## src/qec_consts.svh

```systemverilog
// Offsets, field positions and limits of the encoder counter control block.
// Assumes inclusion by bare name from every file that needs them.
`ifndef QEC_CONSTS_SVH
`define QEC_CONSTS_SVH
// ==========================================================
// Port offsets (byte addresses inside the 16-byte window)
`define QEC_OFS_DATA0     4'h0
`define QEC_OFS_PAIR_STEP 4'h2
`define QEC_OFS_PAIR_MASK 4'hE
`define QEC_OFS_CTRL_BIT  0
`define QEC_OFS_IRQ_SRC   4'h8
`define QEC_OFS_IRQ_CLR   4'hC
// ==========================================================
// Command byte fields
`define QEC_CMD_BOTH      7
`define QEC_CMD_REG_HI    6
`define QEC_CMD_REG_LO    5
`define QEC_RL_BP         0
`define QEC_RL_CLR_HI     2
`define QEC_RL_CLR_LO     1
`define QEC_RL_XFR_HI     4
`define QEC_RL_XFR_LO     3
`define QEC_CM_BCD        0
`define QEC_CM_MODE_HI    2
`define QEC_CM_MODE_LO    1
`define QEC_CM_QUAD_HI    4
`define QEC_CM_QUAD_LO    3
`define QEC_CMR_RESET     8'h00
// ==========================================================
// Counter limits and byte pointer
`define QEC_BIN_MAX       24'hFFFFFF
`define QEC_BCD_MAX       24'h999999
`define QEC_BCD_DIGITS    6
`define QEC_BCD_NINE      4'h9
`define QEC_BP_LAST       2'h2
`endif

```

## src/qec_pkg.sv

```systemverilog
// Types shared by the encoder counter control block.
// Assumes nothing of its surroundings.
package qec_pkg;
  // ==========================================================
  // Register select held in command bits 6:5
  typedef enum logic [1:0] {
    QEC_REG_RESET_LOAD = 2'h0,
    QEC_REG_MODE       = 2'h1,
    QEC_REG_IO_CTRL    = 2'h2,
    QEC_REG_INDEX_CTRL = 2'h3
  } qec_regsel_t;
  // Count boundary behaviour
  typedef enum logic [1:0] {
    QEC_CM_NORMAL   = 2'h0,
    QEC_CM_RANGE    = 2'h1,
    QEC_CM_NORECYC  = 2'h2,
    QEC_CM_MODULO   = 2'h3
  } qec_count_mode_t;
  // Encoder count multiplication
  typedef enum logic [1:0] {
    QEC_Q_NONQUAD = 2'h0,
    QEC_Q_X1      = 2'h1,
    QEC_Q_X2      = 2'h2,
    QEC_Q_X4      = 2'h3
  } qec_quad_t;
  // Transfer field of a reset/load command
  typedef enum logic [1:0] {
    QEC_XF_NOP  = 2'h0,
    QEC_XF_LOAD = 2'h1,
    QEC_XF_SNAP = 2'h2,
    QEC_XF_PSC  = 2'h3
  } qec_xfer_t;
endpackage : qec_pkg

```

## src/qec_ctrl.sv

```systemverilog
// Multi-axis quadrature counter control: command decode, counters,
// filter dividers, flag outputs and shared interrupt.
// Assumes one-cycle i_wr/i_rd strobes synchronous to i_clk.
`include "qec_consts.svh"
module qec_ctrl import qec_pkg::*; #(
  parameter int NUM_AXES = 4            // Two or four axes
) (
  input  wire logic                  i_clk,
  input  wire logic                  i_reset,
  input  wire logic [3:0]            i_addr,
  input  wire logic                  i_wr,
  input  wire logic                  i_rd,
  input  wire logic [7:0]            i_wdata,
  output logic [7:0]                 o_rdata,
  input  wire logic                  i_axis_sel,
  input  wire logic                  i_filter_base_clock,
  input  wire logic [NUM_AXES-1:0]   i_enc_a,
  input  wire logic [NUM_AXES-1:0]   i_enc_b,
  input  wire logic [NUM_AXES-1:0]   i_enc_idx,
  input  wire logic [2*NUM_AXES-1:0] i_flag_a_sel,
  input  wire logic [2*NUM_AXES-1:0] i_flag_b_sel,
  input  wire logic [NUM_AXES-1:0]   i_gate_mode,
  input  wire logic [3*NUM_AXES-1:0] i_load_cause_jumper,
  input  wire logic [3*NUM_AXES-1:0] i_reset_cause_jumper,
  input  wire logic [3*NUM_AXES-1:0] i_irq_cause_jumper,
  output logic [NUM_AXES-1:0]        o_flag_output_a,
  output logic [NUM_AXES-1:0]        o_flag_output_b,
  output logic                       o_irq
);
  // ==========================================================
  // Elaboration check
  if (NUM_AXES != 2 && NUM_AXES != 4) begin : g_bad
    $error("NUM_AXES must be 2 or 4");
  end

  // ==========================================================
  // Shared decode
  logic                fbc_q;            // Base clock last level
  logic                fbc_tick;         // Base clock rising edge
  logic [NUM_AXES-1:0] irq_src_q;        // Sticky source bits
  logic [NUM_AXES-1:0] irq_rise;         // Per-axis cause edge
  logic [NUM_AXES-1:0] ctl_wr;           // Command write per axis
  logic [NUM_AXES-1:0] dat_wr;           // Data write per axis
  logic [NUM_AXES-1:0] dat_rd;           // Data read per axis
  logic [NUM_AXES-1:0] ctl_rd;           // Flag byte read per axis
  logic [7:0]          flag_byte [NUM_AXES]; // Status per axis
  logic [7:0]          data_byte [NUM_AXES]; // Snapshot byte per axis
  logic                irq_clr;          // Clear access seen
  logic [7:0]          rdata_d;          // Read mux

  assign fbc_tick = i_filter_base_clock & ~fbc_q;
  assign irq_clr  = (i_rd | i_wr) &
                    (i_addr == `QEC_OFS_IRQ_CLR);

  // Per-axis strobes from address, pair and selection
  always_comb begin
    for (int a = 0; a < NUM_AXES; a++) begin
      logic hit;
      logic own;
      hit = (i_addr & `QEC_OFS_PAIR_MASK) ==
            (`QEC_OFS_DATA0 + 4'(`QEC_OFS_PAIR_STEP * (a / 2)));
      own = (i_axis_sel == a[0]);
      // Pair-wide when bit 7 set, else the selected axis
      ctl_wr[a] = i_wr & hit & i_addr[`QEC_OFS_CTRL_BIT] &
                  (i_wdata[`QEC_CMD_BOTH] | own);
      ctl_rd[a] = i_rd & hit & i_addr[`QEC_OFS_CTRL_BIT] & own;
      dat_wr[a] = i_wr & hit & ~i_addr[`QEC_OFS_CTRL_BIT] & own;
      dat_rd[a] = i_rd & hit & ~i_addr[`QEC_OFS_CTRL_BIT] & own;
    end
  end

  // Read data selection; unmapped offsets read zero
  always_comb begin
    rdata_d = 8'h00;
    if (i_addr == `QEC_OFS_IRQ_SRC) begin
      rdata_d = 8'(irq_src_q);
    end
    for (int a = 0; a < NUM_AXES; a++) begin
      if (ctl_rd[a]) begin
        rdata_d = flag_byte[a];
      end
      if (dat_rd[a]) begin
        rdata_d = data_byte[a];
      end
    end
  end

  // Read data is registered: valid the cycle after i_rd
  always_ff @(posedge i_clk) begin
    if (i_reset) begin
      o_rdata <= 8'h00;
    end else if (i_rd) begin
      o_rdata <= rdata_d;
    end
  end

  // Base clock edge detect
  always_ff @(posedge i_clk) begin
    if (i_reset) begin
      fbc_q <= 1'b0;
    end else begin
      fbc_q <= i_filter_base_clock;
    end
  end

  // Sticky sources; a new event beats a clear in the same cycle
  always_ff @(posedge i_clk) begin
    if (i_reset) begin
      irq_src_q <= '0;
    end else begin
      irq_src_q <= (irq_src_q & ~{NUM_AXES{irq_clr}}) |
                   irq_rise;
    end
  end

  assign o_irq = |irq_src_q;

  // ==========================================================
  // BCD or binary single step
  function automatic logic [23:0] qec_step(input logic [23:0] v,
                                           input logic up,
                                           input logic bcd);
    logic [23:0] r;
    logic        c;
    r = v;
    c = 1'b1;
    if (!bcd) begin
      r = up ? v + 24'h1 : v - 24'h1;
    end else begin
      for (int i = 0; i < `QEC_BCD_DIGITS; i++) begin
        if (c) begin
          if (up && v[4*i +: 4] == `QEC_BCD_NINE) begin
            r[4*i +: 4] = 4'h0;
          end else if (!up && v[4*i +: 4] == 4'h0) begin
            r[4*i +: 4] = `QEC_BCD_NINE;
          end else begin
            r[4*i +: 4] = up ? v[4*i +: 4] + 4'h1 : v[4*i +: 4] - 4'h1;
            c = 1'b0;
          end
        end
      end
    end
    return r;
  endfunction : qec_step

  // ==========================================================
  // Per-axis counter channel
  for (genvar g = 0; g < NUM_AXES; g++) begin : g_axis
    logic [7:0]  cmr_q;        // Counter mode byte
    logic [1:0]  bp_q;         // Byte pointer
    logic [23:0] preset_q;     // Reload value
    logic [23:0] cnt_q;        // Position counter
    logic [23:0] snap_q;       // Snapshot latch
    logic [7:0]  psc_n_q;      // Divider factor
    logic [7:0]  psc_q;        // Divider count
    logic [1:0]  ab_q;         // Filtered A/B
    logic        bt_q, ct_q, cpt_q, sign_q, err_q, up_q, dis_q;
    logic        fa_q, fb_q;   // Flag output registers
    logic [2:0]  cause_q;      // Last cause levels
    logic        sample;       // Filter sample strobe
    logic        ev, up, bad, go;
    logic        carry, borrow, cmp;
    logic [23:0] cnt_d, lim;
    logic [2:0]  srcs, ld_c, rs_c, iq_c;
    qec_count_mode_t mode;
    qec_quad_t       quad;
    qec_xfer_t       xf;
    logic        rl;           // Reset/load command strobe
    logic [1:0]  clr;

    assign mode = qec_count_mode_t'(cmr_q[`QEC_CM_MODE_HI:`QEC_CM_MODE_LO]);
    assign quad = qec_quad_t'(cmr_q[`QEC_CM_QUAD_HI:`QEC_CM_QUAD_LO]);
    assign rl   = ctl_wr[g] & (qec_regsel_t'(i_wdata[`QEC_CMD_REG_HI:
                  `QEC_CMD_REG_LO]) == QEC_REG_RESET_LOAD);
    assign xf   = qec_xfer_t'(i_wdata[`QEC_RL_XFR_HI:`QEC_RL_XFR_LO]);
    assign clr  = rl ? i_wdata[`QEC_RL_CLR_HI:`QEC_RL_CLR_LO] : 2'h0;

    // Divider ticks every n+1 base clocks
    assign sample = fbc_tick & (psc_q == 8'h00);

    // Quadrature decode against last filtered sample
    always_comb begin
      logic da;
      logic db;
      da  = i_enc_a[g] ^ ab_q[1];
      db  = i_enc_b[g] ^ ab_q[0];
      ev  = 1'b0;
      up  = 1'b1;
      bad = 1'b0;
      case (quad)
        QEC_Q_NONQUAD: begin
          ev = da & i_enc_a[g];
          up = i_enc_b[g];
        end
        QEC_Q_X1: begin
          ev = da & ~i_enc_b[g];
          up = i_enc_a[g];
        end
        QEC_Q_X2: begin
          ev = da;
          up = i_enc_a[g] ^ i_enc_b[g];
        end
        default: begin
          ev = da ^ db;
          up = da ? (i_enc_a[g] ^ i_enc_b[g]) : ~(i_enc_a[g] ^ i_enc_b[g]);
        end
      endcase
      bad = sample & da & db & (quad != QEC_Q_NONQUAD);
      ev  = ev & sample;
    end

    // Cause routing: flag A, flag B, index
    assign srcs = {fa_q, fb_q, i_enc_idx[g]};
    assign ld_c = srcs & i_load_cause_jumper[3*g +: 3];
    assign rs_c = srcs & i_reset_cause_jumper[3*g +: 3];
    assign iq_c = srcs & i_irq_cause_jumper[3*g +: 3];
    assign irq_rise[g] = |iq_c & ~|(cause_q & i_irq_cause_jumper[3*g +: 3]);

    // Gate mode enables counting; otherwise the input resets
    assign go = ev & ~dis_q & (~i_gate_mode[g] | |rs_c);

    // Next count and boundary events
    always_comb begin
      lim    = cmr_q[`QEC_CM_BCD] ? `QEC_BCD_MAX : `QEC_BIN_MAX;
      cnt_d  = qec_step(cnt_q, up, cmr_q[`QEC_CM_BCD]);
      carry  = 1'b0;
      borrow = 1'b0;
      case (mode)
        QEC_CM_RANGE: begin
          if (up && cnt_q == preset_q) cnt_d = cnt_q;
          if (!up && cnt_q == 24'h0) cnt_d = cnt_q;
        end
        QEC_CM_MODULO: begin
          carry  = up & (cnt_q == preset_q);
          borrow = ~up & (cnt_q == 24'h0);
          if (carry) cnt_d = 24'h0;
          if (borrow) cnt_d = preset_q;
        end
        default: begin
          carry  = up & (cnt_q == lim);
          borrow = ~up & (cnt_q == 24'h0);
        end
      endcase
      carry  = carry & go;
      borrow = borrow & go;
      cmp    = go & (cnt_d == preset_q);
    end

    // Counter, disable and snapshot; commands win over counting
    always_ff @(posedge i_clk) begin
      if (i_reset) begin
        cnt_q   <= 24'h0;
        snap_q  <= 24'h0;
        dis_q   <= 1'b0;
        cause_q <= 3'h0;
      end else begin
        cause_q <= srcs;
        if (go) begin
          cnt_q <= cnt_d;
          if (mode == QEC_CM_NORECYC && (carry || borrow)) begin
            dis_q <= 1'b1;
          end
        end
        if (|(ld_c & ~cause_q) || (rl && xf == QEC_XF_LOAD)) begin
          cnt_q <= preset_q;
          dis_q <= 1'b0;
        end
        if ((~i_gate_mode[g] && |(rs_c & ~cause_q)) || clr == 2'h1) begin
          cnt_q <= 24'h0;
          dis_q <= 1'b0;
        end
        if (rl && xf == QEC_XF_SNAP) begin
          snap_q <= cnt_q;
        end
      end
    end

    // Status flags; events beat clears in the same cycle
    always_ff @(posedge i_clk) begin
      if (i_reset) begin
        {bt_q, ct_q, cpt_q, sign_q, err_q, up_q} <= 6'h01;
      end else begin
        bt_q   <= (bt_q & (clr != 2'h2)) ^ borrow;
        ct_q   <= (ct_q & (clr != 2'h2)) ^ carry;
        cpt_q  <= (cpt_q & (clr != 2'h2)) ^ cmp;
        sign_q <= borrow | (sign_q & ~carry & (clr != 2'h2));
        err_q  <= (err_q & (clr != 2'h3)) | bad;
        if (go) up_q <= up;
      end
    end

    // Flag outputs registered from the selected event
    always_ff @(posedge i_clk) begin
      if (i_reset) begin
        fa_q <= 1'b0;
        fb_q <= 1'b0;
      end else begin
        case (i_flag_a_sel[2*g +: 2])
          2'h0:    fa_q <= carry;
          2'h1:    fa_q <= cmp;
          2'h2:    fa_q <= carry | borrow;
          default: fa_q <= i_enc_idx[g];
        endcase
        case (i_flag_b_sel[2*g +: 2])
          2'h0:    fb_q <= borrow;
          2'h1:    fb_q <= up_q;
          default: fb_q <= err_q;
        endcase
      end
    end

    // Divider factor, count and filtered A/B samples
    always_ff @(posedge i_clk) begin
      if (i_reset) begin
        psc_n_q <= 8'h00;
        psc_q   <= 8'h00;
        ab_q    <= 2'h0;
      end else begin
        if (rl && xf == QEC_XF_PSC) begin
          psc_n_q <= preset_q[7:0];
        end
        if (fbc_tick) begin
          psc_q <= (psc_q == 8'h00) ? psc_n_q : psc_q - 8'h01;
        end
        if (sample) begin
          ab_q <= {i_enc_a[g], i_enc_b[g]};
        end
      end
    end

    // Mode byte, reload value and byte pointer
    always_ff @(posedge i_clk) begin
      if (i_reset) begin
        cmr_q    <= `QEC_CMR_RESET;
        preset_q <= 24'h0;
        bp_q     <= 2'h0;
      end else begin
        if (ctl_wr[g] && qec_regsel_t'(i_wdata[`QEC_CMD_REG_HI:
            `QEC_CMD_REG_LO]) == QEC_REG_MODE) begin
          cmr_q <= i_wdata;
        end
        if (dat_wr[g]) begin
          preset_q[8*bp_q +: 8] <= i_wdata;
        end
        if (dat_wr[g] || dat_rd[g]) begin
          bp_q <= (bp_q == `QEC_BP_LAST) ? 2'h0 : bp_q + 2'h1;
        end
        if (rl && i_wdata[`QEC_RL_BP]) begin
          bp_q <= 2'h0;
        end
      end
    end

    assign flag_byte[g] = {2'h0, up_q, err_q, sign_q, cpt_q, ct_q, bt_q};
    assign data_byte[g] = snap_q[8*bp_q +: 8];
    assign o_flag_output_a[g] = fa_q;
    assign o_flag_output_b[g] = fb_q;
  end

endmodule : qec_ctrl

```

## config.mk

```make
export PLATFORM = sky130hd
export DESIGN_NAME = qec_ctrl
export DESIGN_NICKNAME = d
export VERILOG_FILES = /design/src/qec_pkg.sv /design/src/qec_ctrl.sv
export VERILOG_INCLUDE_DIRS = /design/src
export SDC_FILE = /design/constraint.sdc
export NUM_CORES = 2
export LEC_CHECK = 0
export BUFFER_PORTS_ARGS = -buffer_cell sky130_fd_sc_hd__buf_2
export CORE_MARGIN = 2
export CORE_UTILIZATION = 55
export DETAILED_ROUTE_END_ITERATION = 6
export PLACE_DENSITY = 0.85
export SLEW_MARGIN = 40
export SYNTH_ARGS = -nofsm -noshare
export SYNTH_HDL_FRONTEND = slang
export SYNTH_SLANG_ARGS = --single-unit
```

## constraint.sdc

```tcl
create_clock -name i_clk -period 6.4 [get_ports i_clk]
set_input_delay 0.64 -clock i_clk [delete_from_list [all_inputs] [get_ports i_clk]]
set_output_delay 0.64 -clock i_clk [all_outputs]
set_load 0.01 [all_outputs]
```

## After elaboration in Yosys (flattened, before gate mapping)

Cells that the tools add are included.

| storage, ports and cells | value |
|---|---|
| register bits | 449 |

| operators by class | value |
|---|---|
| multiplexer cells | 261 |
| eq/ne operators | 91 |
| shifts and indexed selects | 12 |
| bitwise gates (word level) | 227 |
| add/subtract/negate cells | 68 |
| reductions and logical operators | 199 |

Operators by type and width:

| operator | number |
|---|---|
| 24-bit 2-to-1 mux | 32 |
| 4-bit 2-to-1 mux | 93 |
| 24-bit equality test | 12 |
| 24-bit one-hot mux with 2 select lines | 4 |
| 5-bit negation with 34-bit output | 4 |
| 8-bit by 34-bit variable shift with 24-bit output (first input constant) | 4 |
| 8-bit by 34-bit variable part select with 24-bit output | 4 |
| 1-bit AND | 122 |
| 4-bit equality test (second input constant) | 26 |
| 4-bit zero test | 25 |
| 24-bit by 1-bit adder with 24-bit output (second input constant) | 4 |
| 4-bit by 1-bit adder with 4-bit output (second input constant) | 24 |
| 24-bit bitwise mux | 4 |
| 24-bit zero test | 4 |
| 8-bit 2-to-1 mux | 12 |
| 24-bit by 6-bit variable part select with 8-bit output | 4 |
| 24-bit by 1-bit subtractor with 24-bit output (second input constant) | 4 |
| 4-bit by 1-bit subtractor with 4-bit output (second input constant) | 24 |
| 23-bit 2-to-1 mux | 4 |
| 1-bit logical AND | 84 |
| 1-bit 2-to-1 mux | 84 |
| 3-bit AND | 24 |
| 3-bit OR reduction | 24 |
| 2-bit by 1-bit equality test with 1-bit output (second input constant) | 22 |
| 23 further kinds | 210 |

## Depth between registers and ports, before layout

| depth | value |
|---|---|
| word-level depth | 25 |
| gate-level depth with buffers | 24 |

## Worst setup path after synthesis

No wires, ideal clock.

| timing path | value |
|---|---|
| path type | input-to-reg |
| start | input port i_enc_a[2] |
| end | register g_axis[2].cpt_q |
| setup slack | 211 ps |
| setup time | 121 ps |
| stages on the path | 21 |
| path buffers | 6 |
| arrival | 6068 ps |
| cells stage by stage | nor2b_1 > o211a_1 > or3_1 > buf_2 > buf_2 > clkbuf_1 > clkbuf_1 > buf_2 > clkbuf_1 > xnor2_1 > ha_1 > nor4_1 > nand2_1 > a22oi_1 > xnor2_1 > a21boi_0 > o21ai_0 > or4_1 > or4_1 > or4_4 > mux2_4 |

| on the way | value |
|---|---|
| longest elaborated chain between the ends | 25 |

Ends and longest elaborated chain:

| element | RTL line | source |
|---|---|---|
| from (decl) | qec_ctrl.sv:17 | `input wire logic [NUM_AXES-1:0] i_enc_a,` |
| 1-bit XOR | qec_ctrl.sv:201, qec_ctrl.sv:205 |  |
| 1-bit NOT | qec_ctrl.sv:205 | `up = da ? (i_enc_a[g] ^ i_enc_b[g]) : ~(i_enc_a[g] ^ i_enc_b[g]);` |
| 1-bit 2-to-1 mux | qec_ctrl.sv:205 |  |
| 1-bit one-hot mux with 3 select lines | qec_ctrl.sv:190 | `case (quad)` |
| 1-bit zero test | qec_ctrl.sv:134, qec_ctrl.sv:231 |  |
| 1-bit logical AND | qec_ctrl.sv:134 | `end else if (!up && v[4*i +: 4] == 4'h0) begin` |
| 1-bit 2-to-1 mux | qec_ctrl.sv:134 |  |
| 1-bit 2-to-1 mux | qec_ctrl.sv:132 | `` if (up && v[4*i +: 4] == `QEC_BCD_NINE) begin `` |
| (+9 left out) | n/a |  |
| 4-bit 2-to-1 mux | qec_ctrl.sv:131 | `if (c) begin` |
| 24-bit 2-to-1 mux | qec_ctrl.sv:127 | `if (!bcd) begin` |
| 24-bit 2-to-1 mux (on tied branches) | qec_ctrl.sv:236, qec_ctrl.sv:230 |  |
| 24-bit 2-to-1 mux (on tied branches) | qec_ctrl.sv:237, qec_ctrl.sv:231 |  |
| 24-bit one-hot mux with 2 select lines | qec_ctrl.sv:228 | `case (mode)` |
| 24-bit equality test | qec_ctrl.sv:246 | `cmp = go & (cnt_d == preset_q);` |
| 1-bit AND (*) | qec_ctrl.sv:246 |  |
| 1-bit XOR (*) | qec_ctrl.sv:285 | `cpt_q <= (cpt_q & (clr != 2'h2)) ^ cmp;` |
| to (signal assigned) | qec_ctrl.sv:285 |  |
| to (decl) | qec_ctrl.sv:157 | `logic bt_q, ct_q, cpt_q, sign_q, err_q, up_q, dis_q;` |

Mark *: on every way between the ends. The rest lies on a longest branch, timed or not. The select of a mux whose other input is x is not followed.
A chain may end at the register's enable or synchronous reset.

## Worst setup path in the final report

| timing path | value |
|---|---|
| start | register g_axis[0].cnt_q[19] |
| end | register g_axis[0].cpt_q |

| on the way | value |
|---|---|
| longest elaborated chain between the ends | 14 |

Ends and longest elaborated chain:

| element | RTL line | source |
|---|---|---|
| from (decl) | qec_ctrl.sv:152 | `logic [23:0] cnt_q;` |
| from (signal assigned) | qec_ctrl.sv:259 | `cnt_q <= cnt_d;` |
| from (signal assigned) | qec_ctrl.sv:265 | `cnt_q <= preset_q;` |
| parallel branches: the longest is 10 deep, another holds 24-bit by 1-bit subtractor with 24-bit output | n/a |  |
| 24-bit one-hot mux with 2 select lines (*) | qec_ctrl.sv:228 |  |
| 24-bit equality test (*) | qec_ctrl.sv:246 |  |
| 1-bit AND (*) | qec_ctrl.sv:246 |  |
| 1-bit XOR (*) | qec_ctrl.sv:285 |  |
| to (signal assigned) | qec_ctrl.sv:285 |  |
| to (decl) | qec_ctrl.sv:157 |  |

Mark *: on every way between the ends. The select of a mux whose other input is x is not followed.

==> results by group <==
Yosys
  – Number of synthesis warnings: 0
  – Synthesized cell area: 0.0375 mm²
  – Main synth FF type: dfxtp_1
  – Post-Synth Simple-Gate Area: 30.3%
  – Post-synthesis adder-cell area fraction: 1.60%
  – Post-Synth XOR/XNOR Area: 5.16%
  – Seq/Total Area, Yosys: between 20% and 30%
  – Mux contribution to synthesized area: 4.68%
  – Synth area leaders: dfxtp_1 (24%), nand2_1 (8.0%), a21oi_1 (7.0%), clkbuf_1 (4.8%), nor2_1 (4.2%)
  – Compound-gate portion of the synthesized area: 27.4%
  – Number of synthesized flops with an enable pin: 0
  – Syn nets: between 5000 and 6000
  – Cell taking the most area after synthesis: dfxtp_1
  – Netlist cell types: 100
  – Largest family of logic cells by synthesized area: simple AND/OR/NAND/NOR gates
  – Synth Register Bits: 449
  – Post-synth top area share: 24.0%
  – Syn Inst Count: 5425
  – Mapped Avg Cell Area: 6.91 µm²
  – Asr flop ratio synth: 0%

STA
  – Final hold viol count: 0
  – Fmax: roughly 0.18 GHz
  – Skew final: 0.0193 ns
  – Worst slew pin tran: 1.01 ns
  – Setup TNS: 0 ns
  – Period utilization: approximately 85%
  – Final setup vio count: 0
  – Max Slew Vio Count: 0
  – Min cycle time layout: around 5.4 ns
  – RSZ-0062 raised after global routing: false
  – Headroom to the max-slew limit: 32.0%
  – Final worst slack: 0.952 ns

Critical path
  – Crit path capture: g_axis[0].cpt_q
  – Crit. End Element: register
  – Worst setup SP type: register
  – Critical Path RT: 6.87 ns
  – R2r worst-path depth: 14
  – Crit Path Category: register to register
  – Worst setup path start: g_axis[0].cnt_q[19]
  – CP Max Fanout: 17
  – CP Data Arrival Time: ~5.9 ns
  – R2r startpoint: g_axis[0].cnt_q[19]
  – Reg-to-Reg End: g_axis[0].cpt_q
  – R2R Setup Slk: roughly 0.95 ns

Pwr
  – Sequential fraction of design power: a little under a third
  – Leakage: 13.5 nW
  – Pwr Total: 0.0102 W
  – Cell-internal power: 0.00615 W
  – PwrDens: 251 mW/mm²
  – Switching share of power: about two fifths
  – Peak VDD IR: 0.000231 V
  – Switch Pwr: 0.00401 W
  – Clock network power share: 31.2%
  – Power share of the combinational group: 37.4%

CTS
  – Clock Tree Root: clkbuf_16
  – Sinks on Clock Net: ~450
  – H-tree Lvls: 2
  – Post CTS Setup Buffer Count: 0
  – CTS resizes: 0
  – Hold-fix buffers, CTS: 0
  – CTS Buf Count: 49
  – Worst skew pair latency: 0.63 ns
  – CTS Buffer Depth: 3
  – TritonCTS clock tree: done
  – Clk slew on worst S/H paths: 0.07 ns

Run status
  – Failing checks: DRC
  – Outcome: finished, violations left

Finish
  – Fin nets: 5358
  – Share of cells above drive strength 1: 9.78%
  – Finished Layout Cells: 6140
  – Layout area overhead: 7.87%

Detailed routing
  – Avg Vias per Cell: approximately 7.3
  – Vias: 44569
  – DR iter-0 viols: around 8400
  – Post-route ant nets: 0
  – DR pass1 iterations: 7
  – Top layer in use: met5
  – Final WL: 161000 µm
  – Residual DRC: 42
  – Wirelength per Cell: ~26 µm
  – M1 WL: 62200 µm
  – WL met3: 23700 µm
  – Met2 WL post-DR: 65600 µm

Global route
  – Overall routing resource usage: 43.5%
  – GR Overflow Total: 0
  – Pin count of the biggest net entering global routing: 103
  – First-pass GRT wire length: around 240000 µm
  – Vias in the first global route: between 30000 and 40000
  – Initial antenna violation count: 5

Placement
  – HPWL Detailed: roughly 110000 µm
  – Placer Congestion: roughly 1.1
  – Port bufs: 102
  – Worst slack, placed: ~0.76 ns
  – Placed Cells incl. Taps: between 6000 and 7000

Hold path
  – HP Class: primary input to register

Floorplanning
  – Die Y: 265 µm
  – I/O pin count: roughly 100
  – Die area: between 0.07 and 0.08 mm²
  – Num rows: between 90 and 100
  – Core ar.: 0.0673 mm²
  – Die width: 265 µm
  – Initial Util: 55.7%

Flow run
  – Maximum Capacitance Violations: 0
==> synth_stat cells, drive strengths merged (35+ instances only) <==
cell / n
clkbuf: 478
a22oi: 56
xor2: 45
nand4: 115
mux2i: 139
or4: 50
a221oi: 35
dfxtp: 449
o211ai: 95
a211oi: 108
nor4: 110
nor2: 419
nor2b: 56
nand2: 803
or3: 45
a31oi: 54
and3: 57
buf: 77
and2: 47
a21oi: 525
nand3: 266
ha: 48
inv: 112
o21ai: 222
o22ai: 47
xnor2: 173
nor3: 167
==> per-stage QoR <==
step / util, % / hold WS, ns / cell area (µm²)
4_1_cts: 59.9 / 0.249 / 40300
2_1_floorplan: - / 0.427 / 37500
3_3_place_gp: 57.2 / 0.436 / 38500
3_5_place_dp: 57.3 / 0.443 / 38600
6_report: 60.1 / 0.267 / 40400
5_1_grt: 60.1 / 0.294 / 40400
==> power groups by stage <==
stage / clock (W) / sequential [W] / combinational, W
2_1_floorplan: 0 / 0.00312 / 0.00261
3_3_place_gp: 0 / 0.00323 / 0.00354
3_5_place_dp: 0 / 0.00324 / 0.00358
4_1_cts: 0.00317 / 0.00318 / 0.00361
5_1_grt: 0.00327 / 0.00321 / 0.00404
6_report: 0.00317 / 0.00320 / 0.00380
==> kinds of logic (layout without fill, tap and decap cells) <==
family                   after synthesis  in the layout
flip-flops                           449            449
multiplexers                         167            167
buffers and inverters                668            508
adder cells (fa/ha/maj)               48             48
other                                  0              2
AND/OR/NAND/NOR                     2316           2316
AO/OA/AOI/OAI                       1558           1558
XOR/XNOR                             219            219
==> layout make-up <==
cell class / count / area, µm²
antenna: 2 / 5.00
clock buffer: 66 / 1380
clock inverter: 26 / 390
fill: 6197 / 26900
inverter: 113 / 424
multi-input combinational: 4308 / 26100
sequential: 449 / 8990
tap: 873 / 1090
timing repair buffer: 303 / 2050
==> sequential cells by signal, indices dropped and copies added, names as in the netlist, 8 cells and up <==
signal	count
g_axis.psc_q	32
g_axis.ab_q	8
g_axis.psc_n_q	32
g_axis.snap_q	96
g_axis.cnt_q	96
g_axis.preset_q	96
g_axis.bp_q	8
g_axis.cmr_q	20
o_rdata	8
g_axis.cause_q	12
==> cells in the final DEF, fill, tap and decap left out, types with 30 or more instances in the layout <==
cell	count
a211oi_1	108
a21oi_1	521
a221oi_1	35
a22oi_1	56
a311oi_1	30
a31oi_1	54
and2_1	44
and3_1	56
buf_2	101
buf_4	198
clkbuf_16	50
dfxtp_1	449
ha_1	48
inv_1	111
mux2i_1	139
nand2_1	803
nand2b_1	33
nand3_1	263
nand4_1	115
nor2_1	412
nor2b_1	55
nor3_1	163
nor4_1	100
o211ai_1	95
o21ai_0	207
o221ai_1	31
o22ai_1	47
or3_1	44
or4_1	49
xnor2_1	173
xor2_1	45
==> how the worst min path moves through the flow <==
stage	endpoint	depth (start not counted)	slack (ns)	from
final	g_axis[3].fb_q	3	0.27	i_flag_b_sel[7]
after CTS	g_axis[3].fb_q	3	0.25	i_flag_b_sel[7]
after global routing	g_axis[3].fb_q	3	0.29	i_flag_b_sel[7]
after floorplan	g_axis[2].psc_n_q[5]	2	0.43	g_axis[2].psc_n_q[5]
after detailed placement	g_axis[0].snap_q[1]	2	0.44	g_axis[0].snap_q[1]
after global placement	g_axis[3].snap_q[8]	2	0.44	g_axis[3].snap_q[8]
==> layer usage <==
metal | GRT usage, % | up-vias
met5 | 0 | -
met4 | 20.3 | 6
met3 | 11.5 | 753
met2 | 63.0 | 3654
met1 | 60.0 | 20621
li1 | - | 19535
==> worst max-delay path: stages (launching register included) <==
cell and delay, ns:
dfxtp_1 0.31, buf_4 0.19, or4_1 0.55, nor3_1 0.38, nor4b_1 0.65, nand2_1 0.34
a21oi_2 0.72, buf_4 0.36, o32ai_1 0.13, o2bb2ai_1 0.17, or4_1 0.54, nor4_1 0.31
nand4b_1 0.34, xnor2_1 0.26, nor2_1 0.05
Note: power is estimated with default switching activity, not from simulation.
